`src/tocm_map.vh`:
```
// register offsets, field positions and encodings of the output-compare timer
`ifndef TOCM_MAP_VH
`define TOCM_MAP_VH
// documented offsets
`define TOCM_OFF_CNT 8'h24
`define TOCM_OFF_PSC 8'h28
`define TOCM_OFF_ARR 8'h2C
`define TOCM_OFF_CHAN1_COMPARE_VALUE 8'h34
`define TOCM_OFF_CCR2 8'h38
`define TOCM_OFF_CCR3 8'h3C
`define TOCM_OFF_CCR4 8'h40
`define TOCM_OFF_DCR 8'h48
`define TOCM_OFF_DMAR 8'h4C
`define TOCM_OFF_OR1 8'h50
`define TOCM_OFF_OR2 8'h60
// offsets of control registers without a printed address
`define TOCM_OFF_CTRL 8'h00
`define TOCM_OFF_MODE 8'h04
`define TOCM_OFF_STAT 8'h08
`define TOCM_OFF_EVGEN 8'h0C
// control register fields
`define TOCM_CTRL_EN 0
`define TOCM_CTRL_DIR 1
`define TOCM_CTRL_CMS 2
`define TOCM_CTRL_OPM 3
`define TOCM_CTRL_COMPARE_CONTROL_PRELOAD 4
`define TOCM_CTRL_POL 5
`define TOCM_CTRL_NPOL 6
`define TOCM_CTRL_LOCK_LO 8
`define TOCM_CTRL_LOCK_HI 9
`define TOCM_CTRL_REP_LO 16
`define TOCM_CTRL_REP_HI 23
// mode register fields: chan1 mode 3:0, chan2 mode 7:4, chan1 direction 9:8
`define TOCM_MODE1_LO 0
`define TOCM_MODE1_HI 3
`define TOCM_MODE2_LO 4
`define TOCM_MODE2_HI 7
`define TOCM_CCS_LO 8
`define TOCM_CCS_HI 9
// event generation bits
`define TOCM_EV_UG 0
`define TOCM_EV_TG 1
`define TOCM_EV_COMG 2
// status bits
`define TOCM_ST_UIF 0
`define TOCM_ST_TIF 1
`define TOCM_ST_DIR 2
// compare mode encodings
`define TOCM_M_FROZEN 4'h0
`define TOCM_M_SET 4'h1
`define TOCM_M_CLR 4'h2
`define TOCM_M_TOG 4'h3
`define TOCM_M_FLO 4'h4
`define TOCM_M_FHI 4'h5
`define TOCM_M_PWM1 4'h6
`define TOCM_M_PWM2 4'h7
`define TOCM_M_OPM1 4'h8
`define TOCM_M_OPM2 4'h9
`define TOCM_M_CPWM1 4'hC
`define TOCM_M_CPWM2 4'hD
`define TOCM_M_APWM1 4'hE
`define TOCM_M_APWM2 4'hF
// other constants
`define TOCM_LOCK3 2'h3
`define TOCM_CCS_OUT 2'h0
`define TOCM_ARR_RST 16'hFFFF
`endif

```
`src/tocm_timer.v`:
```
// output-compare timer: counter, prescaler, update logic and channel 1/2 references
// Operation
// - mode 0000 freezes the reference
// - mode 0001 sets reference on match
// - mode 0010 clears reference on match
// - mode 0011 toggles reference on match
// - modes 0100/0101 force reference low/high
// - mode 0110 PWM1, direction dependent compare
// - mode 0111 PWM2, inverse of PWM1
// - mode 1000 retriggerable one-pulse, PWM1 shape
// - mode 1001 retriggerable one-pulse, PWM2 shape
// - mode 1100 combined reference is OR
// - mode 1101 combined reference is AND
// - modes 1110/1111 combined follows direction
// - outputs derived from reference with polarity
// - mode writes ignored at lock 3, output
// - PWM level changes only on compare change or on leaving frozen
// - mode preloaded, applied on commutation event
// - 16-bit prescaler divides by 1 to 65536
// - counter counts up, down or alternating
// - update event on overflow, underflow, reinit
// - repetition counter gates register updates
// - trigger event on trigger input rising edges
//
// The address-and-strobe port was decided locally.
`timescale 1ns/100ps
`default_nettype none
`include "tocm_map.vh"
module tocm_timer #(
    parameter CW = 16,
    parameter RW = 8
) (
    // clock and reset
    input wire ref_clk,
    input wire rst,
    // register port
    input wire [7:0] reg_addr,
    input wire [31:0] reg_wdata,
    input wire reg_wr,
    input wire reg_rd,
    output reg [31:0] reg_rdata,
    // trigger pin
    input wire trigger_input,
    // channel outputs and event pulses
    output reg chan1_reference,
    output reg chan2_reference,
    output reg chan1_combined_reference,
    output reg chan1_main_output,
    output reg chan1_complement_output,
    output reg update_event,
    output reg trigger_event
);
    // -------------------------------------------------------------
    // registers
    // -------------------------------------------------------------
    reg [31:0] ctrl_q;
    reg [9:0] mode_pre_q;
    reg [7:0] mode_act_q;
    reg [CW-1:0] cnt_q, psc_q, psc_act_q, pcnt_q, arr_q, arr_act_q;
    reg [CW-1:0] chan1_compare_value_q, ccr2_q, ccr3_q, ccr4_q, chan1_compare_value_act_q, ccr2_act_q;
    reg [12:0] dcr_q;
    reg [15:0] dmar_q;
    reg [3:0] or1_q;
    reg [2:0] or2_q;
    reg [RW-1:0] rep_q;
    reg down_q, uif_q, tif_q, trg_s1_q, trg_s2_q, trg_s3_q;
    reg [1:0] armed_q; // one-pulse trigger seen, per channel
    reg [1:0] prev_cmp_q; // last PWM compare outcome, per channel
    reg [7:0] prev_mode_q;

    wire en = ctrl_q[`TOCM_CTRL_EN];
    wire cms = ctrl_q[`TOCM_CTRL_CMS];
    wire [1:0] lock = ctrl_q[`TOCM_CTRL_LOCK_HI:`TOCM_CTRL_LOCK_LO];
    wire [1:0] ccs = mode_pre_q[`TOCM_CCS_HI:`TOCM_CCS_LO];
    wire wr_cnt = reg_wr && reg_addr == `TOCM_OFF_CNT;
    wire wr_ev = reg_wr && reg_addr == `TOCM_OFF_EVGEN;
    wire ug = wr_ev && reg_wdata[`TOCM_EV_UG];
    wire comg = wr_ev && reg_wdata[`TOCM_EV_COMG];
    // trigger edge from the synchronised pin or software
    wire trg_edge = (trg_s2_q && !trg_s3_q) || (wr_ev && reg_wdata[`TOCM_EV_TG]);

    // -------------------------------------------------------------
    // counter core
    // -------------------------------------------------------------
    wire tick = en && (pcnt_q == psc_act_q); // prescaler wraps here
    wire at_top = (cnt_q == arr_act_q);
    wire at_bot = (cnt_q == {CW{1'b0}});
    wire ovf = tick && (cms ? (!down_q && at_top) : (!down_q && at_top));
    wire unf = tick && down_q && at_bot;
    wire cyc_end = ovf || unf;
    // cycle-end updates only after the programmed repetitions elapse
    wire upd = (cyc_end && rep_q == {RW{1'b0}}) || ug || trg_edge;
    wire rep_ld = upd;

    // prescaler, counter and shadow loads
    always @(posedge ref_clk) begin
        if (rst) begin
            pcnt_q <= {CW{1'b0}};
            cnt_q <= {CW{1'b0}};
            down_q <= 1'b0;
            rep_q <= {RW{1'b0}};
            psc_act_q <= {CW{1'b0}};
            arr_act_q <= `TOCM_ARR_RST;
            chan1_compare_value_act_q <= {CW{1'b0}};
            ccr2_act_q <= {CW{1'b0}};
        end else begin
            pcnt_q <= (tick || upd) ? {CW{1'b0}} : (en ? pcnt_q + 1'b1 : pcnt_q);
            if (rep_ld)
                rep_q <= ctrl_q[`TOCM_CTRL_REP_HI:`TOCM_CTRL_REP_LO];
            else if (cyc_end)
                rep_q <= rep_q - 1'b1;
            // new divider only at update, so a running change is glitch free
            if (upd) begin
                psc_act_q <= psc_q;
                arr_act_q <= arr_q;
                chan1_compare_value_act_q <= chan1_compare_value_q;
                ccr2_act_q <= ccr2_q;
            end
            if (wr_cnt) begin
                cnt_q <= reg_wdata[CW-1:0];
            end else if (ug || trg_edge) begin
                cnt_q <= down_q ? arr_act_q : {CW{1'b0}}; // reinit
            end else if (tick) begin
                if (cms) begin
                    if (!down_q && at_top) begin
                        down_q <= 1'b1;
                        cnt_q <= cnt_q - 1'b1;
                    end else if (down_q && at_bot) begin
                        down_q <= 1'b0;
                        cnt_q <= cnt_q + 1'b1;
                    end else begin
                        cnt_q <= down_q ? cnt_q - 1'b1 : cnt_q + 1'b1;
                    end
                end else begin
                    down_q <= ctrl_q[`TOCM_CTRL_DIR];
                    if (ctrl_q[`TOCM_CTRL_DIR])
                        cnt_q <= at_bot ? arr_act_q : cnt_q - 1'b1;
                    else
                        cnt_q <= at_top ? {CW{1'b0}} : cnt_q + 1'b1;
                end
            end
        end
    end

    // -------------------------------------------------------------
    // register writes
    // -------------------------------------------------------------
    // mode field locked while lock level 3 and channel is output
    wire mode_lock = (lock == `TOCM_LOCK3) && (ccs == `TOCM_CCS_OUT);
    always @(posedge ref_clk) begin
        if (rst) begin
            ctrl_q <= 32'h0000_0000;
            mode_pre_q <= 10'h000;
            psc_q <= {CW{1'b0}};
            arr_q <= `TOCM_ARR_RST;
            chan1_compare_value_q <= {CW{1'b0}};
            ccr2_q <= {CW{1'b0}};
            ccr3_q <= {CW{1'b0}};
            ccr4_q <= {CW{1'b0}};
            dcr_q <= 13'h0000;
            dmar_q <= 16'h0000;
            or1_q <= 4'h0;
            or2_q <= 3'h0;
        end else if (reg_wr) begin
            case (reg_addr)
                `TOCM_OFF_CTRL: ctrl_q <= reg_wdata;
                `TOCM_OFF_MODE: begin
                    if (!mode_lock)
                        mode_pre_q <= reg_wdata[9:0];
                    else
                        mode_pre_q[`TOCM_CCS_HI:`TOCM_CCS_LO] <=
                            reg_wdata[`TOCM_CCS_HI:`TOCM_CCS_LO];
                end
                `TOCM_OFF_PSC: psc_q <= reg_wdata[CW-1:0];
                `TOCM_OFF_ARR: arr_q <= reg_wdata[CW-1:0];
                `TOCM_OFF_CHAN1_COMPARE_VALUE: chan1_compare_value_q <= reg_wdata[CW-1:0];
                `TOCM_OFF_CCR2: ccr2_q <= reg_wdata[CW-1:0];
                `TOCM_OFF_CCR3: ccr3_q <= reg_wdata[CW-1:0];
                `TOCM_OFF_CCR4: ccr4_q <= reg_wdata[CW-1:0];
                `TOCM_OFF_DCR: dcr_q <= reg_wdata[12:0];
                `TOCM_OFF_DMAR: dmar_q <= reg_wdata[15:0];
                `TOCM_OFF_OR1: or1_q <= reg_wdata[3:0];
                `TOCM_OFF_OR2: or2_q <= reg_wdata[16:14];
                default: ctrl_q <= ctrl_q;
            endcase
        end
    end

    // active mode: direct, or preloaded until commutation event
    always @(posedge ref_clk) begin
        if (rst)
            mode_act_q <= 8'h00;
        else if (!ctrl_q[`TOCM_CTRL_COMPARE_CONTROL_PRELOAD] || comg)
            mode_act_q <= mode_pre_q[7:0];
    end

    // -------------------------------------------------------------
    // status flags; hardware set wins over software clear
    // -------------------------------------------------------------
    wire clr_st = reg_wr && reg_addr == `TOCM_OFF_STAT;
    always @(posedge ref_clk) begin
        if (rst) begin
            uif_q <= 1'b0;
            tif_q <= 1'b0;
            trg_s1_q <= 1'b0;
            trg_s2_q <= 1'b0;
            trg_s3_q <= 1'b0;
            update_event <= 1'b0;
            trigger_event <= 1'b0;
        end else begin
            trg_s1_q <= trigger_input;
            trg_s2_q <= trg_s1_q;
            trg_s3_q <= trg_s2_q;
            update_event <= upd;
            trigger_event <= trg_edge;
            uif_q <= upd | (uif_q & ~(clr_st & reg_wdata[`TOCM_ST_UIF]));
            tif_q <= trg_edge | (tif_q & ~(clr_st & reg_wdata[`TOCM_ST_TIF]));
        end
    end

    // -------------------------------------------------------------
    // channel reference generation, one per channel
    // -------------------------------------------------------------
    wire [1:0] ref_d;
    wire [1:0] ref_q = {chan2_reference, chan1_reference};
    wire [1:0] cmp_now;
    genvar g;
    generate
        for (g = 0; g < 2; g = g + 1) begin : g_ch
            wire [3:0] m = mode_act_q[4*g+3:4*g];
            wire [3:0] pm = prev_mode_q[4*g+3:4*g];
            wire [CW-1:0] ccr = g ? ccr2_act_q : chan1_compare_value_act_q;
            // one match per counter value, so a slow prescaler cannot toggle repeatedly
            wire match = en && (cnt_q == ccr) && (pcnt_q == {CW{1'b0}});
            // PWM1 level: up cnt<ccr high; down cnt>ccr low
            wire pwm1 = down_q ? !(cnt_q > ccr) : (cnt_q < ccr);
            wire pwm_mode = (m == `TOCM_M_PWM1) || (m == `TOCM_M_PWM2) || m[3];
            wire inv = m[0]; // PWM2 shapes are the inverse
            assign cmp_now[g] = pwm1 ^ inv;
            reg r;
            always @* begin
                r = ref_q[g];
                case (m)
                    `TOCM_M_SET: if (match) r = 1'b1;
                    `TOCM_M_CLR: if (match) r = 1'b0;
                    `TOCM_M_TOG: if (match) r = !ref_q[g];
                    `TOCM_M_FLO: r = 1'b0;
                    `TOCM_M_FHI: r = 1'b1;
                    `TOCM_M_PWM1, `TOCM_M_PWM2, `TOCM_M_CPWM1, `TOCM_M_CPWM2,
                    `TOCM_M_APWM1, `TOCM_M_APWM2: begin
                        // move only on outcome change or leaving frozen
                        if (cmp_now[g] != prev_cmp_q[g] || pm == `TOCM_M_FROZEN)
                            r = cmp_now[g];
                    end
                    `TOCM_M_OPM1, `TOCM_M_OPM2: begin
                        // idle level until trigger, then PWM shape
                        if (!armed_q[g])
                            r = down_q ? inv : !inv;
                        else
                            r = cmp_now[g];
                    end
                    default: r = ref_q[g]; // frozen and reserved hold
                endcase
            end
            assign ref_d[g] = r;
            always @(posedge ref_clk) begin
                if (rst) begin
                    armed_q[g] <= 1'b0;
                    prev_cmp_q[g] <= 1'b0;
                end else begin
                    prev_cmp_q[g] <= cmp_now[g];
                    // armed by trigger, disarmed at the next update
                    if (trg_edge)
                        armed_q[g] <= 1'b1;
                    else if (upd)
                        armed_q[g] <= 1'b0;
                end
            end
        end
    endgenerate

    // combined reference of chan1 from both references
    reg comb_d;
    always @* begin
        case (mode_act_q[`TOCM_MODE1_HI:`TOCM_MODE1_LO])
            `TOCM_M_CPWM1: comb_d = ref_d[0] | ref_d[1];
            `TOCM_M_CPWM2: comb_d = ref_d[0] & ref_d[1];
            `TOCM_M_APWM1, `TOCM_M_APWM2: comb_d = down_q ? ref_d[1] : ref_d[0];
            default: comb_d = ref_d[0];
        endcase
    end

    // outputs straight from flops; polarity bit sets active level
    always @(posedge ref_clk) begin
        if (rst) begin
            chan1_reference <= 1'b0;
            chan2_reference <= 1'b0;
            chan1_combined_reference <= 1'b0;
            chan1_main_output <= 1'b0;
            chan1_complement_output <= 1'b0;
            prev_mode_q <= 8'h00;
        end else begin
            chan1_reference <= ref_d[0];
            chan2_reference <= ref_d[1];
            chan1_combined_reference <= comb_d;
            chan1_main_output <= comb_d ^ ctrl_q[`TOCM_CTRL_POL];
            chan1_complement_output <= !comb_d ^ ctrl_q[`TOCM_CTRL_NPOL];
            prev_mode_q <= mode_act_q;
        end
    end

    // -------------------------------------------------------------
    // read data, one cycle after the strobe; unmapped reads zero
    // -------------------------------------------------------------
    always @(posedge ref_clk) begin
        if (rst) begin
            reg_rdata <= 32'h0000_0000;
        end else if (reg_rd) begin
            case (reg_addr)
                `TOCM_OFF_CTRL: reg_rdata <= ctrl_q;
                `TOCM_OFF_MODE: reg_rdata <= {22'h000000, mode_pre_q};
                `TOCM_OFF_STAT: reg_rdata <= {29'h00000000, down_q, tif_q, uif_q};
                `TOCM_OFF_CNT: reg_rdata <= {uif_q, 15'h0000, cnt_q};
                `TOCM_OFF_PSC: reg_rdata <= {16'h0000, psc_q};
                `TOCM_OFF_ARR: reg_rdata <= {16'h0000, arr_q};
                `TOCM_OFF_CHAN1_COMPARE_VALUE: reg_rdata <= {16'h0000, chan1_compare_value_q};
                `TOCM_OFF_CCR2: reg_rdata <= {16'h0000, ccr2_q};
                `TOCM_OFF_CCR3: reg_rdata <= {16'h0000, ccr3_q};
                `TOCM_OFF_CCR4: reg_rdata <= {16'h0000, ccr4_q};
                `TOCM_OFF_DCR: reg_rdata <= {19'h00000, dcr_q};
                `TOCM_OFF_DMAR: reg_rdata <= {16'h0000, dmar_q};
                `TOCM_OFF_OR1: reg_rdata <= {28'h0000000, or1_q};
                `TOCM_OFF_OR2: reg_rdata <= {15'h0000, or2_q, 14'h0000};
                default: reg_rdata <= 32'h0000_0000;
            endcase
        end else begin
            reg_rdata <= 32'h0000_0000;
        end
    end
endmodule
`default_nettype wire

```
`config.mk`:
```
export PLATFORM = sky130hd
export DESIGN_NAME = tocm_timer
export DESIGN_NICKNAME = d
export VERILOG_FILES = /design/src/tocm_timer.v
export VERILOG_INCLUDE_DIRS = /design/src /design/src/src
export SDC_FILE = /design/constraint.sdc
export NUM_CORES = 1
export LEC_CHECK = 0
export BUFFER_PORTS_ARGS = -buffer_cell sky130_fd_sc_hd__buf_2
export CAP_MARGIN = 20
export CELL_PAD_IN_SITES_DETAIL_PLACEMENT = 1
export CELL_PAD_IN_SITES_GLOBAL_PLACEMENT = 2
export CORE_UTILIZATION = 37
export DETAILED_ROUTE_END_ITERATION = 7
export PLACE_DENSITY = 0.79
export SYNTH_ARGS = -nofsm -noshare
export SYNTH_HDL_FRONTEND = slang
export SYNTH_SLANG_ARGS = --single-unit
```
`constraint.sdc`:
```
create_clock -name ref_clk -period 4.26 [get_ports ref_clk]
set_input_delay 0.213 -clock ref_clk [delete_from_list [all_inputs] [get_ports ref_clk]]
set_output_delay 0.213 -clock ref_clk [all_outputs]
set_load 0.01 [all_outputs]
```
==> results list, run 1 <==
- After synthesis, the netlist uses 78 different library cells.
* Final net count: 2120
- Vert. Die Dim: 209 um
- dfxtp_1 takes more of the synthesized area than any other cell.
- Fin. Hold Viols: 0
* Clock Skews: 15.8 ps
- The synthesized netlist occupies a cell area of 15900 sq um.
- Post-route core utilization: 0.434
- The path class of the tightest hold or removal check is in2reg.
* Post-synth net total: 2083
- The worst setup path is launched from a flip-flop.
- Num CTS Buffers: 41
* Drt wl/cell: 24.6 um
* Endpoint of the worst-slack reg-to-reg timing path: chan1_complement_output$_SDFF_PP0_
* Slew at the pin closest to its max-slew limit: 1040 ps
- Part of the Yosys area used for sequential elements: 0.432
* First-pass iteration count of the detailed router: 5
- Ant diodes: 0
* Total negative slack for setup checks: 0 ps
- Prior to clock tree synthesis, the placed netlist has a worst setup slack of 389 ps.
- During synthesis, Yosys emitted a total of 0 warnings.
- The clock passes through at most 3 buffers.
- Synth async-reset ratio: 0
* Number of storage elements in the synthesis netlist: 342
- Die Wd: 209 um
- R2r setup slk: 340 ps
* Fmax: 255 MHz
- Number of antenna violations at the first check in global routing: 1
- Share of the clock period used by the worst path after layout: 0.921
- After synthesis, the cell types taking the most area are dfxtp_1 43%, nand2_1 12%, a21oi_1 7.8%.
* Setup-violating endpoint count in the final report: 0
* Max rail drop VDD: 0.259 mV
* Largest fanout on the critical path: 8
* Detail Placement HPWL: 44.7 mm
- Vias in the first global route: 15000
- Detail-routed via count per cell: 5.80
* DRC marker count from the first detailed-route iteration: 1210
* Post-synth top area share: 0.432
- Boundary pin count: 84
* Registers with the most flip-flops: ctrl_q x32, reg_rdata x32
- Hold Startpoint: reg_wdata[14]
- Detailed-route DRC error count: 0
- CTS tree: done
- Clock-pin slew was measured on the worst setup and hold paths at 60 ps.
* Max-cap violations: 0
- Leakage power total: 6.61 nW
* Final Slew Violations: 0
* Req. time, crit path: 4700 ps
* Core area: 42100 sq um
- Dividing total power by cell area gives a power density of 396 nW/um^2.
- Averaged over all synthesized cells, the footprint is 7.95 sq um.
- Vias after detailed routing: 15100
- Wires add up to 64.2 mm.
- Total power after layout: 7.24 mW
* Total congestion overflow: 0
- The initial utilization of the core area, before any placement, comes to 0.377.
- EDFF count, synth: 0
* Clock net sink count: 342
* Latest clock arrival within the worst-skew pair: 560 ps
- Master cell of the clock root buffer: clkbuf_16
- Entering global routing, the biggest net connects 74 pins.
- In this run the tightest slew margin relative to its limit is 0.307.
* Total global-route track usage: 0.292
- The congestion estimate from routability-driven global placement came to 0.924.
- First-pass GRT wire length: 96.6 mm
* Endpoint with the worst hold slack: ctrl_q[14]$_SDFFE_PP0P_
* Worst hold-check slack: 71.3 ps
* Classification of the worst setup path: reg2reg
- Counting every instance in the synthesized netlist gives 1996.
* Final setup slack of the worst path: 336 ps
- Proportion of layout cells with a drive suffix above 1: 0.119
- Signed area change from the synthesized netlist to the final layout: 15.3%
* Arrival @ worst endpoint: 4370 ps
- Port buffering added 83 buffers.
* Outcome: finished, final reports clean
* Shortest clock period the worst path allows after layout: 3920 ps
- STA classifies the critical path endpoint as a flip-flop.
- Overall die area: 43700 sq um
- Count of cells along the worst hold path: 3
* Count of cells along the worst register-to-register path: 12
- Source of the worst register-to-register timing path: cnt_q[15]$_SDFFE_PP0P_
- Number of cell rows: 75
* Commonest cells in the netlist: 517 x nand2_1, 342 x dfxtp_1, 247 x a21oi_1
- The most common cell in the synthesized netlist is nand2_1.
* Post-route ant nets: 0
- For this run, the leading register cell type out of synthesis is dfxtp_1.
- RSZ-0062 raised after global routing: no
- H-tree levels: 2
-- what timing repair did --
| action | 4_1_cts | 5_1_grt |
|---|---|---|
| buffers inserted | 0 | 0 |
| resized for setup | 0 | 0 |
| setup endpoints to repair | 0 | 0 |
| hold endpoints to repair | 19 | 0 |
| hold buffers | 18 | 0 |
-- critical path: stages (launching register included) --
cell and delay (ps):
dfxtp_1 610, ha_1 240, nand4_1 260, nor4_1 630
nand2_1 180, ha_1 310, mux2_2 270, a31oi_1 160
o22ai_1 110, a31oi_2 220, o41ai_1 110, a21oi_1 320
mux2_2 370
-- cell usage in the layout, fill, tap and decap left out, drive strengths merged, types with 8 or more instances in the layout --
cell type and count:
nand2 517, dfxtp 342, a21oi 247, buf 131, nor2 105, nand3 76
clkbuf 59, inv 53, ha 42, xor2 36, xnor2 32, a221oi 31
a31oi 27, and2 26, a22o 26, mux2i 20, and3 19, o21ai 19
dlygate4sd3 18, nand4 18, a211oi 18, a222oi 16, nor4 16, a22oi 15
nor2b 14, nor3 13, clkinv 11, o221ai 10, o211ai 8
-- report_power, final --
part / switching, mW / internal (mW)
registers: 0.0316 / 3.22
clock network: 1.49 / 2.05
logic: 0.305 / 0.138
-- worst max-delay path by stage --
| stage | to | startpoint | slack (ps) |
|---|---|---|---|
| finish | chan1_complement_output$_SDFF_PP0_ | cnt_q[15]$_SDFFE_PP0P_ | 340 |
| detailed placement | chan1_main_output$_SDFF_PP0_ | cnt_q[15]$_SDFFE_PP0P_ | 390 |
| global placement | chan1_main_output$_SDFF_PP0_ | cnt_q[7]$_SDFFE_PP0P_ | 530 |
| CTS | chan1_complement_output$_SDFF_PP0_ | cnt_q[15]$_SDFFE_PP0P_ | 390 |
| global route | chan1_complement_output$_SDFF_PP0_ | cnt_q[15]$_SDFFE_PP0P_ | 210 |
| floorplan | chan1_complement_output$_SDFF_PP0_ | cnt_q[0]$_SDFFE_PP0P_ | 1000 |
-- cells by family (layout without fill, tap and decap cells) --
kind of cell,Yosys count,count (layout),share of synthesized area
compound gates,468,468,0.191
buf+inv,208,277,0.0536
fa+ha+maj,42,42,0.0331
xor+xnor,68,68,0.0375
mux,25,25,0.0172
flops,342,342,0.432
simple gates,843,843,0.236
-- metal layers --
layer	vias to the layer above	track usage	part of all wire	wire length [um]
met5	-	0	0.00019	12
met4	2	0.0892	0.026	1650
met3	87	0.0322	0.048	3100
met2	437	0.477	0.47	29900
met1	7591	0.404	0.46	29600
li1	6987	-	-	-
-- metrics by stage --
| stage | area [sq um] | instances |
|---|---|---|
| global placement | 16800 | 2510 |
| global route | 18300 | 2604 |
| finish | 18300 | 2604 |
| detailed placement | 16800 | 2511 |
| floorplan | 15900 | 1996 |
| CTS | 18300 | 2604 |
-- layout make-up --
class,instances,area (sq um)
fill,5053,23800
multi-input combinational,1446,8220
sequential,342,6850
clock buffer,58,1210
timing repair buffer,150,1020
tap,539,674
inverter,52,195
clock inverter,17,135
Power figures use the tool's default switching activity.
==> run 2: changes to the inputs <==
--- a/config.mk
+++ b/config.mk
@@ -10,9 +10,9 @@
 export CAP_MARGIN = 20
 export CELL_PAD_IN_SITES_DETAIL_PLACEMENT = 1
 export CELL_PAD_IN_SITES_GLOBAL_PLACEMENT = 2
-export CORE_UTILIZATION = 37
+export CORE_UTILIZATION = 33
 export DETAILED_ROUTE_END_ITERATION = 7
-export PLACE_DENSITY = 0.79
+export PLACE_DENSITY = 0.74
 export SYNTH_ARGS = -nofsm -noshare
 export SYNTH_HDL_FRONTEND = slang
 export SYNTH_SLANG_ARGS = --single-unit
==> constraint.sdc (replaced) <==
create_clock -name ref_clk -period 3.6 [get_ports ref_clk]
set_input_delay 0.18 -clock ref_clk [delete_from_list [all_inputs] [get_ports ref_clk]]
set_output_delay 0.18 -clock ref_clk [all_outputs]
set_load 0.01 [all_outputs]
==> run 2 against run 1 <==
Core utilization is 3.3 points lower. Die area increased by 12%. First-iteration DRC count fell by 3.0%. Clock power grew 19%. Count of clock-buffer cells in the layout is 3 higher. Largest power group unchanged. Power is 19% higher. Combinational power rose by 30%. Sequential cell count stayed put. Sequential share of layout area fell by 1.0 points.
==> results list, run 2 (synthesis results as in run 1) <==
- Worst slew margin relative to its limit: 0.355 (+0.0471)
- Latest clock arrival within the worst-skew pair: 580 ps (+20 ps)
* Clock slew at reported path FFs: 60 ps (about the same)
- The number of remaining DRC errors came to 0 (unchanged).
- The max-cap violation count is 0 (unchanged).
- Total length of routed wires: 66.1 mm (+3.0%)
- The vertical extent of the die came to 221 um (+5.8%).
- Routability congestion estimate from global placement: 0.887 (-4.1%)
- Total power density per cell area: 458 nW/um^2 (+16%)
- The total die area came to 49000 sq um (+12%).
* Post-route ant nets: 0 (unchanged)
- CTS placed an instance of clkbuf_16 at the clock tree root.
* Num CTS Buffers: 40 (-2.4%)
* Req. time, crit path: 4060 ps (-640 ps)
- The area of the core is 47000 sq um (+11%).
- Final net count: 2172 (+2.5%)
- The worst setup path is captured at a flip-flop.
- The number of antenna violations at the first check in global routing is 3 (+2).
- R2r setup slk: 270 ps (-60 ps)
- The cell row count is 79 (+5.3%).
* Total power after layout: 8.63 mW (+19%)
- The worst setup path is launched from a flip-flop.
- The final hold slack came to 27.3 ps (-44.0 ps).
- Detail Placement HPWL: 46.5 mm (+4.0%)
* CP delay by family, top: compound AO/OA/AOI/OAI gates
* Boundary pin count: 84 (unchanged)
- The sum of met2 wire segment lengths after detailed routing came to 29.7 mm (-0.38%).
- The met3 wire length is 4.69 mm (+51%).
- In the layout the commonest cells are 517 x nand2_1, 342 x dfxtp_1, 245 x a21oi_1, 103 x nor2_1, 83 x buf_4.
- The wire length per cell after detailed routing is 24.3 um (-1.6%).
- RSZ-0062 raised after global routing: no
* Total buffers and inverters traversed by the critical path: 2 (+2)
* Buffer depth of the longest clock path: 3 (unchanged)
* Final non-filler cell total: 2725 (+4.6%)
- The leakage power of the design is 6.90 nW (+4.5%).
* Total negative slack for setup checks: 0 ps (unchanged)
- The maximum number of pins on one net before global-route repair came to 154 (+110%).
- Proportion of layout cells with a drive suffix above 1: 0.132 (+0.0127)
* Cell area after layout: 18800 sq um (+2.9%)
- The setup path with the least slack is of type reg2reg.
- Total congestion overflow: 0 (unchanged)
- Signed area change from the synthesized netlist to the final layout: 18.6%
* Slew at the pin closest to its max-slew limit: 968 ps (-69.5 ps)
- The detailed-routing wirelength on met1 came to 29.9 mm (+1.1%).
* Crit path max-delay cell type: mux2_2
* DRC marker count from the first detailed-route iteration: 1174 (-3.0%)
- The length of the first detailed-routing pass in iterations was 5 (unchanged).
- The combined global-route utilization of all metal layers was 0.267 (-0.0247).
- Setup-violating endpoint count in the final report: 0 (unchanged)
* Final Slew Violations: 0 (unchanged)
- The highest net fanout along the worst path came to 4 (-4).
- The number of H-tree levels was 2 (unchanged).
* Clock net sink count: 342 (unchanged)
- TritonCTS built the clock tree.
- The maximum clock frequency was 300 MHz (+18%).
- Starting density of the core: 0.338 (-0.0386)
- Clock Skews: 21.1 ps (+5.30 ps)
- Critical Path Max Stage Delay: 360 ps (-270 ps)
- Registers with the most flip-flops: ctrl_q x32, reg_rdata x32
- Commonest non-fill, non-tap cell in the layout: nand2_1
- The ratio of routed vias to standard cells is 5.62 (-3.1%).
* Post-placement cell count: 2615 (+4.1%)
* Vias after detailed routing: 15300 (+1.4%)
- The final-report hold violation count was 0 (unchanged).
- Max rail drop VDD: 0.339 mV (+31%)
- The run finished with clean final reports.
- The share of the clock period used by the worst path after layout was 0.925 (+0.00348).
* Uppermost metal layer occupied by signal nets: met5
- The path class of the tightest hold or removal check is in2reg.
- The horizontal die dimension is 221 um (+5.8%).
- The clock period minus final worst setup slack came to 3330 ps (-595 ps).
* Vias in the first global route: 15500 (+3.2%)
- The count of buffers inserted at the top-level ports was 83 (unchanged).
* Arrival @ worst endpoint: 3790 ps (-580 ps)
- Crit path cell chain: inv_1 -> ha_1 -> nand4_1 -> nor4_2 -> buf_4 -> nand2_1 -> ha_1 -> nor2b_1 -> a211oi_1 -> o21ai_0 -> o221ai_1 -> a31oi_1 -> a21oi_2 -> o2111ai_1 -> a21oi_2 -> mux2_2
- Post-DP Area: 17100 sq um (+2.0%)
* First-pass GRT wire length: 99.1 mm (+2.6%)
[run 2: layer usage]
| layer | GRT usage | up-vias |
|---|---|---|
| met5 | 0 | - |
| met4 | 0.0916 | 4 |
| li1 | - | 7088 |
| met3 | 0.0535 | 83 |
| met1 | 0.363 | 7662 |
| met2 | 0.422 | 482 |
[run 2: final timing paths]
check | endpoint | cells after the start | start
min | ctrl_q[14]$_SDFFE_PP0P_ | 3 | reg_wdata[14]
min reg2reg | chan1_compare_value_act_q[12]$_SDFFE_PP0P_ | 2 | chan1_compare_value_act_q[12]$_SDFFE_PP0P_
max reg2reg | chan1_main_output$_SDFF_PP0_ | 16 | ccr2_act_q[11]$_SDFFE_PP0P_
max | chan1_main_output$_SDFF_PP0_ | 16 | ccr2_act_q[11]$_SDFFE_PP0P_
[run 2: report_power, final]
part           total, mW  switching, mW  internal (mW)
clock network       4.21           1.73           2.47
registers           3.84         0.0296           3.81
logic              0.574          0.388          0.186
total               8.63           2.15           6.47
[run 2: timing repair]
item | CTS | global route
buffers inserted | 0 | 0
hold buffers | 34 | 0
gates resized for setup | 0 | 5
hold endpoints to repair | 29 | 0
setup endpoints to repair | 0 | 3
[run 2: tightest hold or removal path, delay by kind of cell]
family	cells	cell delay (ps)
simple gates	1	100
compound gates	1	50
buf+inv	1	220
[run 2: metrics by stage]
step,setup WS [ps],util
2_1_floorplan,336,-
3_3_place_gp,130,0.364
3_5_place_dp,19.4,0.364
4_1_cts,33.2,0.400
5_1_grt,6.76,0.401
6_report,271,0.401
[run 2: layout make-up]
type / count / area [sq um]
clock buffers: 61 / 1210
inverters: 52 / 195
clock inverters: 13 / 133
multi-input cells: 1446 / 8220
fillers: 5599 / 28100
flip-flops and latches: 342 / 6850
diodes: 1 / 2.50
repair buffers: 203 / 1450
well taps: 607 / 759
==> run 3: changes to the inputs <==
--- a/config.mk
+++ b/config.mk
@@ -13,6 +13,8 @@
 export CORE_UTILIZATION = 33
 export DETAILED_ROUTE_END_ITERATION = 7
 export PLACE_DENSITY = 0.74
+export REMOVE_ABC_BUFFERS = 1
+export SLEW_MARGIN = 20
 export SYNTH_ARGS = -nofsm -noshare
 export SYNTH_HDL_FRONTEND = slang
 export SYNTH_SLANG_ARGS = --single-unit
==> run 3 against run 2 <==
The run now ends with design-rule violations left. Cell area hardly changed. Die area stayed put. Critical path depth is 2 lower. Worst hold slack worse by 2.3 ps. Core utilization hardly changed. Sequential cell count stayed put. Count of clock-buffer cells in the layout is 6 lower. Critical endpoint unchanged. Highest routed layer unchanged.
==> results list, run 3 (synthesis results as in run 1) <==
- Logic pwr share: 0.064 (-0.003)
- The worst setup path is launched from a flip-flop.
- Leakage power total: 6.86 nW (-0.68%)
- First-pass iteration count of the detailed router: 8 (+3)
* Total power after layout: 8.88 mW (+2.9%)
* Final setup slack of the worst path: 131 ps (-140 ps)
- Pin count of the biggest net entering global routing: 107 (-31%)
- The power share of the sequential group was 0.433 (-0.013).
- Part of the total power dissipated in the clock network: 0.504 (+0.016)
* Post-route ant nets: 0 (unchanged)
* Die Wd: 221 um (unchanged)
- Buffer depth of the longest clock path: 3 (unchanged)
- The max-slew violation total from the final report came to 0 (unchanged).
* Number of filler cells placed in the layout: 5589 (-0.18%)
- Total power density per cell area: 472 nW/um^2 (+3.0%)
* Crit path max-delay cell type: nor4_2
- The wire length per cell after detailed routing came to 23.5 um (-3.3%).
- Fmax: 288 MHz (-4.0%)
- The share of the clock period used by the worst path after layout is 0.963 (+0.0388).
- The number of setup violations in the final report was 0 (unchanged).
- Failing checks: design-rule violations
- Number of antenna violations at the first check in global routing: 1 (-2)
* Crit path depth: 14 (-2)
- The number of H-tree levels is 2 (unchanged).
- Number of cell rows: 79 (unchanged)
- The max-cap violation count was 0 (unchanged).
- Routability congestion estimate from global placement: 0.899 (+1.4%)
* Clock net sink count: 342 (unchanged)
- The worst-margin pin slew is 900 ps (-68.3 ps).
* Total global-route track usage: 0.258 (-0.00967)
* Num CTS Buffers: 41 (+2.5%)
- The total global routing overflow is 0 (unchanged).
* Vias after detailed routing: 15100 (-1.5%)
- The path class of the tightest hold or removal check is in2reg.
- The initial cell density of the core is 0.338 (unchanged).
- TritonCTS built the clock tree.
- The net switching power figure came to 2.16 mW (+0.47%).
* Vert. Die Dim: 221 um (unchanged)
* CP delay by family, top: compound AO/OA/AOI/OAI gates
- Total negative slack for setup checks: 0 ps (unchanged)
- Max rail drop VDD: 0.279 mV (-18%)
- First-pass GRT wire length: 97.0 mm (-2.1%)
- The final-stage net count came to 2160 (-0.55%).
- The sum of routed wire length over all layers was 63.5 mm (-3.9%).
* Detail-routed via count per cell: 5.57 (-0.90%)
- Signed area change from the synthesized netlist to the final layout: 18.5% (about the same)
- The final-report hold violation count is 0 (unchanged).
- Detailed-route DRC error count: 5 (+5)
- The highest net fanout along the worst path was 10 (+6).
* Registers with the most flip-flops: ctrl_q x32, reg_rdata x32
- The signal on the critical path passes through buf_4 -> ha_1 -> nand4_1 -> nor4_2 -> buf_4 -> nand2_1 -> ha_1 -> mux2_2 -> a31oi_1 -> o22ai_1 -> a31oi_2 -> o41ai_1 -> a21oi_2 -> mux2_2.
- Critical Path Max Stage Delay: 360 ps (about the same)
- Leaving out fill and tap cells, the most frequent cell in the layout is nand2_1.
- Proportion of layout cells with a drive suffix above 1: 0.133 (+0.00142)
* Shortest clock period the worst path allows after layout: 3470 ps (+140 ps)
* Overall die area: 49000 sq um (unchanged)
- The run finished, with violations left.
- The switching part of the total power came to 0.243 (-0.00597).
- Vias in the first global route: 15300 (-1.1%)
* Arrival @ worst endpoint: 3920 ps (+130 ps)
- Clock Skews: 25.1 ps (+3.96 ps)
- By startpoint and endpoint, the worst setup path is classified as reg2reg.
* Dpl ws: -172 ps (-191 ps)
- Detail Placement HPWL: 44.2 mm (-4.9%)
* Critical path capture point type: flip-flop
* Number of buffers added on ports: 83 (unchanged)
- Master cell of the clock root buffer: clkbuf_16
* Boundary pin count: 84 (unchanged)
- The initial DRC count came to 1120 (-4.6%).
- The count of buffering cells on the critical path with inverters included is 2 (unchanged).
- Worst slew margin relative to its limit: 0.400 (+0.0455)
* Ant diodes: 0 (-1)
- Commonest cells after routing, fill and taps aside: 517 x nand2_1, 341 x dfxtp_1, 245 x a21oi_1, 103 x nor2_1, 82 x buf_2
- The post-CTS clock slew at the launch and capture registers of the worst setup and hold paths came to 60 ps (about the same).
- Post-route core utilization: 0.401 (about the same)
* Count of cells along the worst hold path: 3 (unchanged)
* Core area: 47000 sq um (unchanged)
- The data required time at the worst endpoint is 4050 ps (about the same).
- The clock latency at the later pin of the worst-skew pair came to 580 ps (about the same).
- Internal Dissipation: 6.72 mW (+3.8%)
- Count of cells along the worst register-to-register path: 14 (-2)
run 3: changes by cell type in the layout (fill, tap and decap cells not counted), moves of 2 or more:
cell and change:
dlygate4sd3_1 -10, buf_4 -4, bufinv_16 +4, clkbuf_1 -4, clkbuf_8 -2
run 3: power by group through the flow:
stage	clock, mW	combinational (mW)	sequential, mW
final	4.47	0.564	3.84
after global routing	4.69	0.605	3.85
after CTS	4.55	0.561	3.84
after detailed placement	0	0.536	3.93
after global placement	0	0.529	3.92
after floorplan	0	0.237	3.92
run 3: repair_timing:
action                                  CTS  global route
hold endpoints to repair                 52             0
buffers inserted                          0             3
pin swaps                                 0             9
endpoints found under the setup margin    2             2
hold buffers                             24             0
resized for setup                         3             4
cloned                                    0             0
run 3: through the flow:
stage | cells | instance area (sq um) | hold slack (ps)
2_1_floorplan | 1840 | 15200 | 245
3_3_place_gp | 2610 | 17100 | 405
3_5_place_dp | 2610 | 17100 | 409
4_1_cts | 2706 | 18800 | 4.01
5_1_grt | 2709 | 18800 | 22.1
6_report | 2709 | 18800 | 25.0
run 3: path summary, 6_finish.rpt:
kind / slack [ps] / from / to
setup / recovery: 130 / cnt_q[1]$_SDFFE_PP0P_ / chan1_main_output$_SDFF_PP0_
hold / removal: 20 / reg_wdata[11] / dmar_q[11]$_SDFFE_PP0P_
setup reg to reg: 130 / cnt_q[1]$_SDFFE_PP0P_ / chan1_main_output$_SDFF_PP0_
hold reg to reg: 440 / ctrl_q[28]$_SDFFE_PP0P_ / reg_rdata[28]$_SDFF_PP0_
run 3: metal layers:
metal	vias up	wire, um	global-route usage
li1	7056	-	-
met1	7522	29600	0.359
met2	414	28800	0.409
met3	98	3610	0.0393
met4	2	1530	0.0781
met5	-	11	0
run 3: worst reg2reg max path, stage by stage (launching register included):
cell     delay (ps)
dfxtp_1         330
buf_4           190
ha_1            310
nand4_1         100
nor4_2          360
buf_4           200
nand2_1          70
ha_1            290
mux2_2          260
a31oi_1         160
o22ai_1         110
a31oi_2         220
o41ai_1         130
a21oi_2         260
mux2_2          360
run 3: area by class of cell:
type                    instances  area, sq um  share of cell area
repair buffers                190         1340              0.0712
clock buffers                  55         1170              0.0622
well taps                     607          759              0.0404
multi-input cells            1446         8230               0.438
inverters                      52          195              0.0104
flip-flops and latches        342         6850               0.364
clock inverters                17          268              0.0142
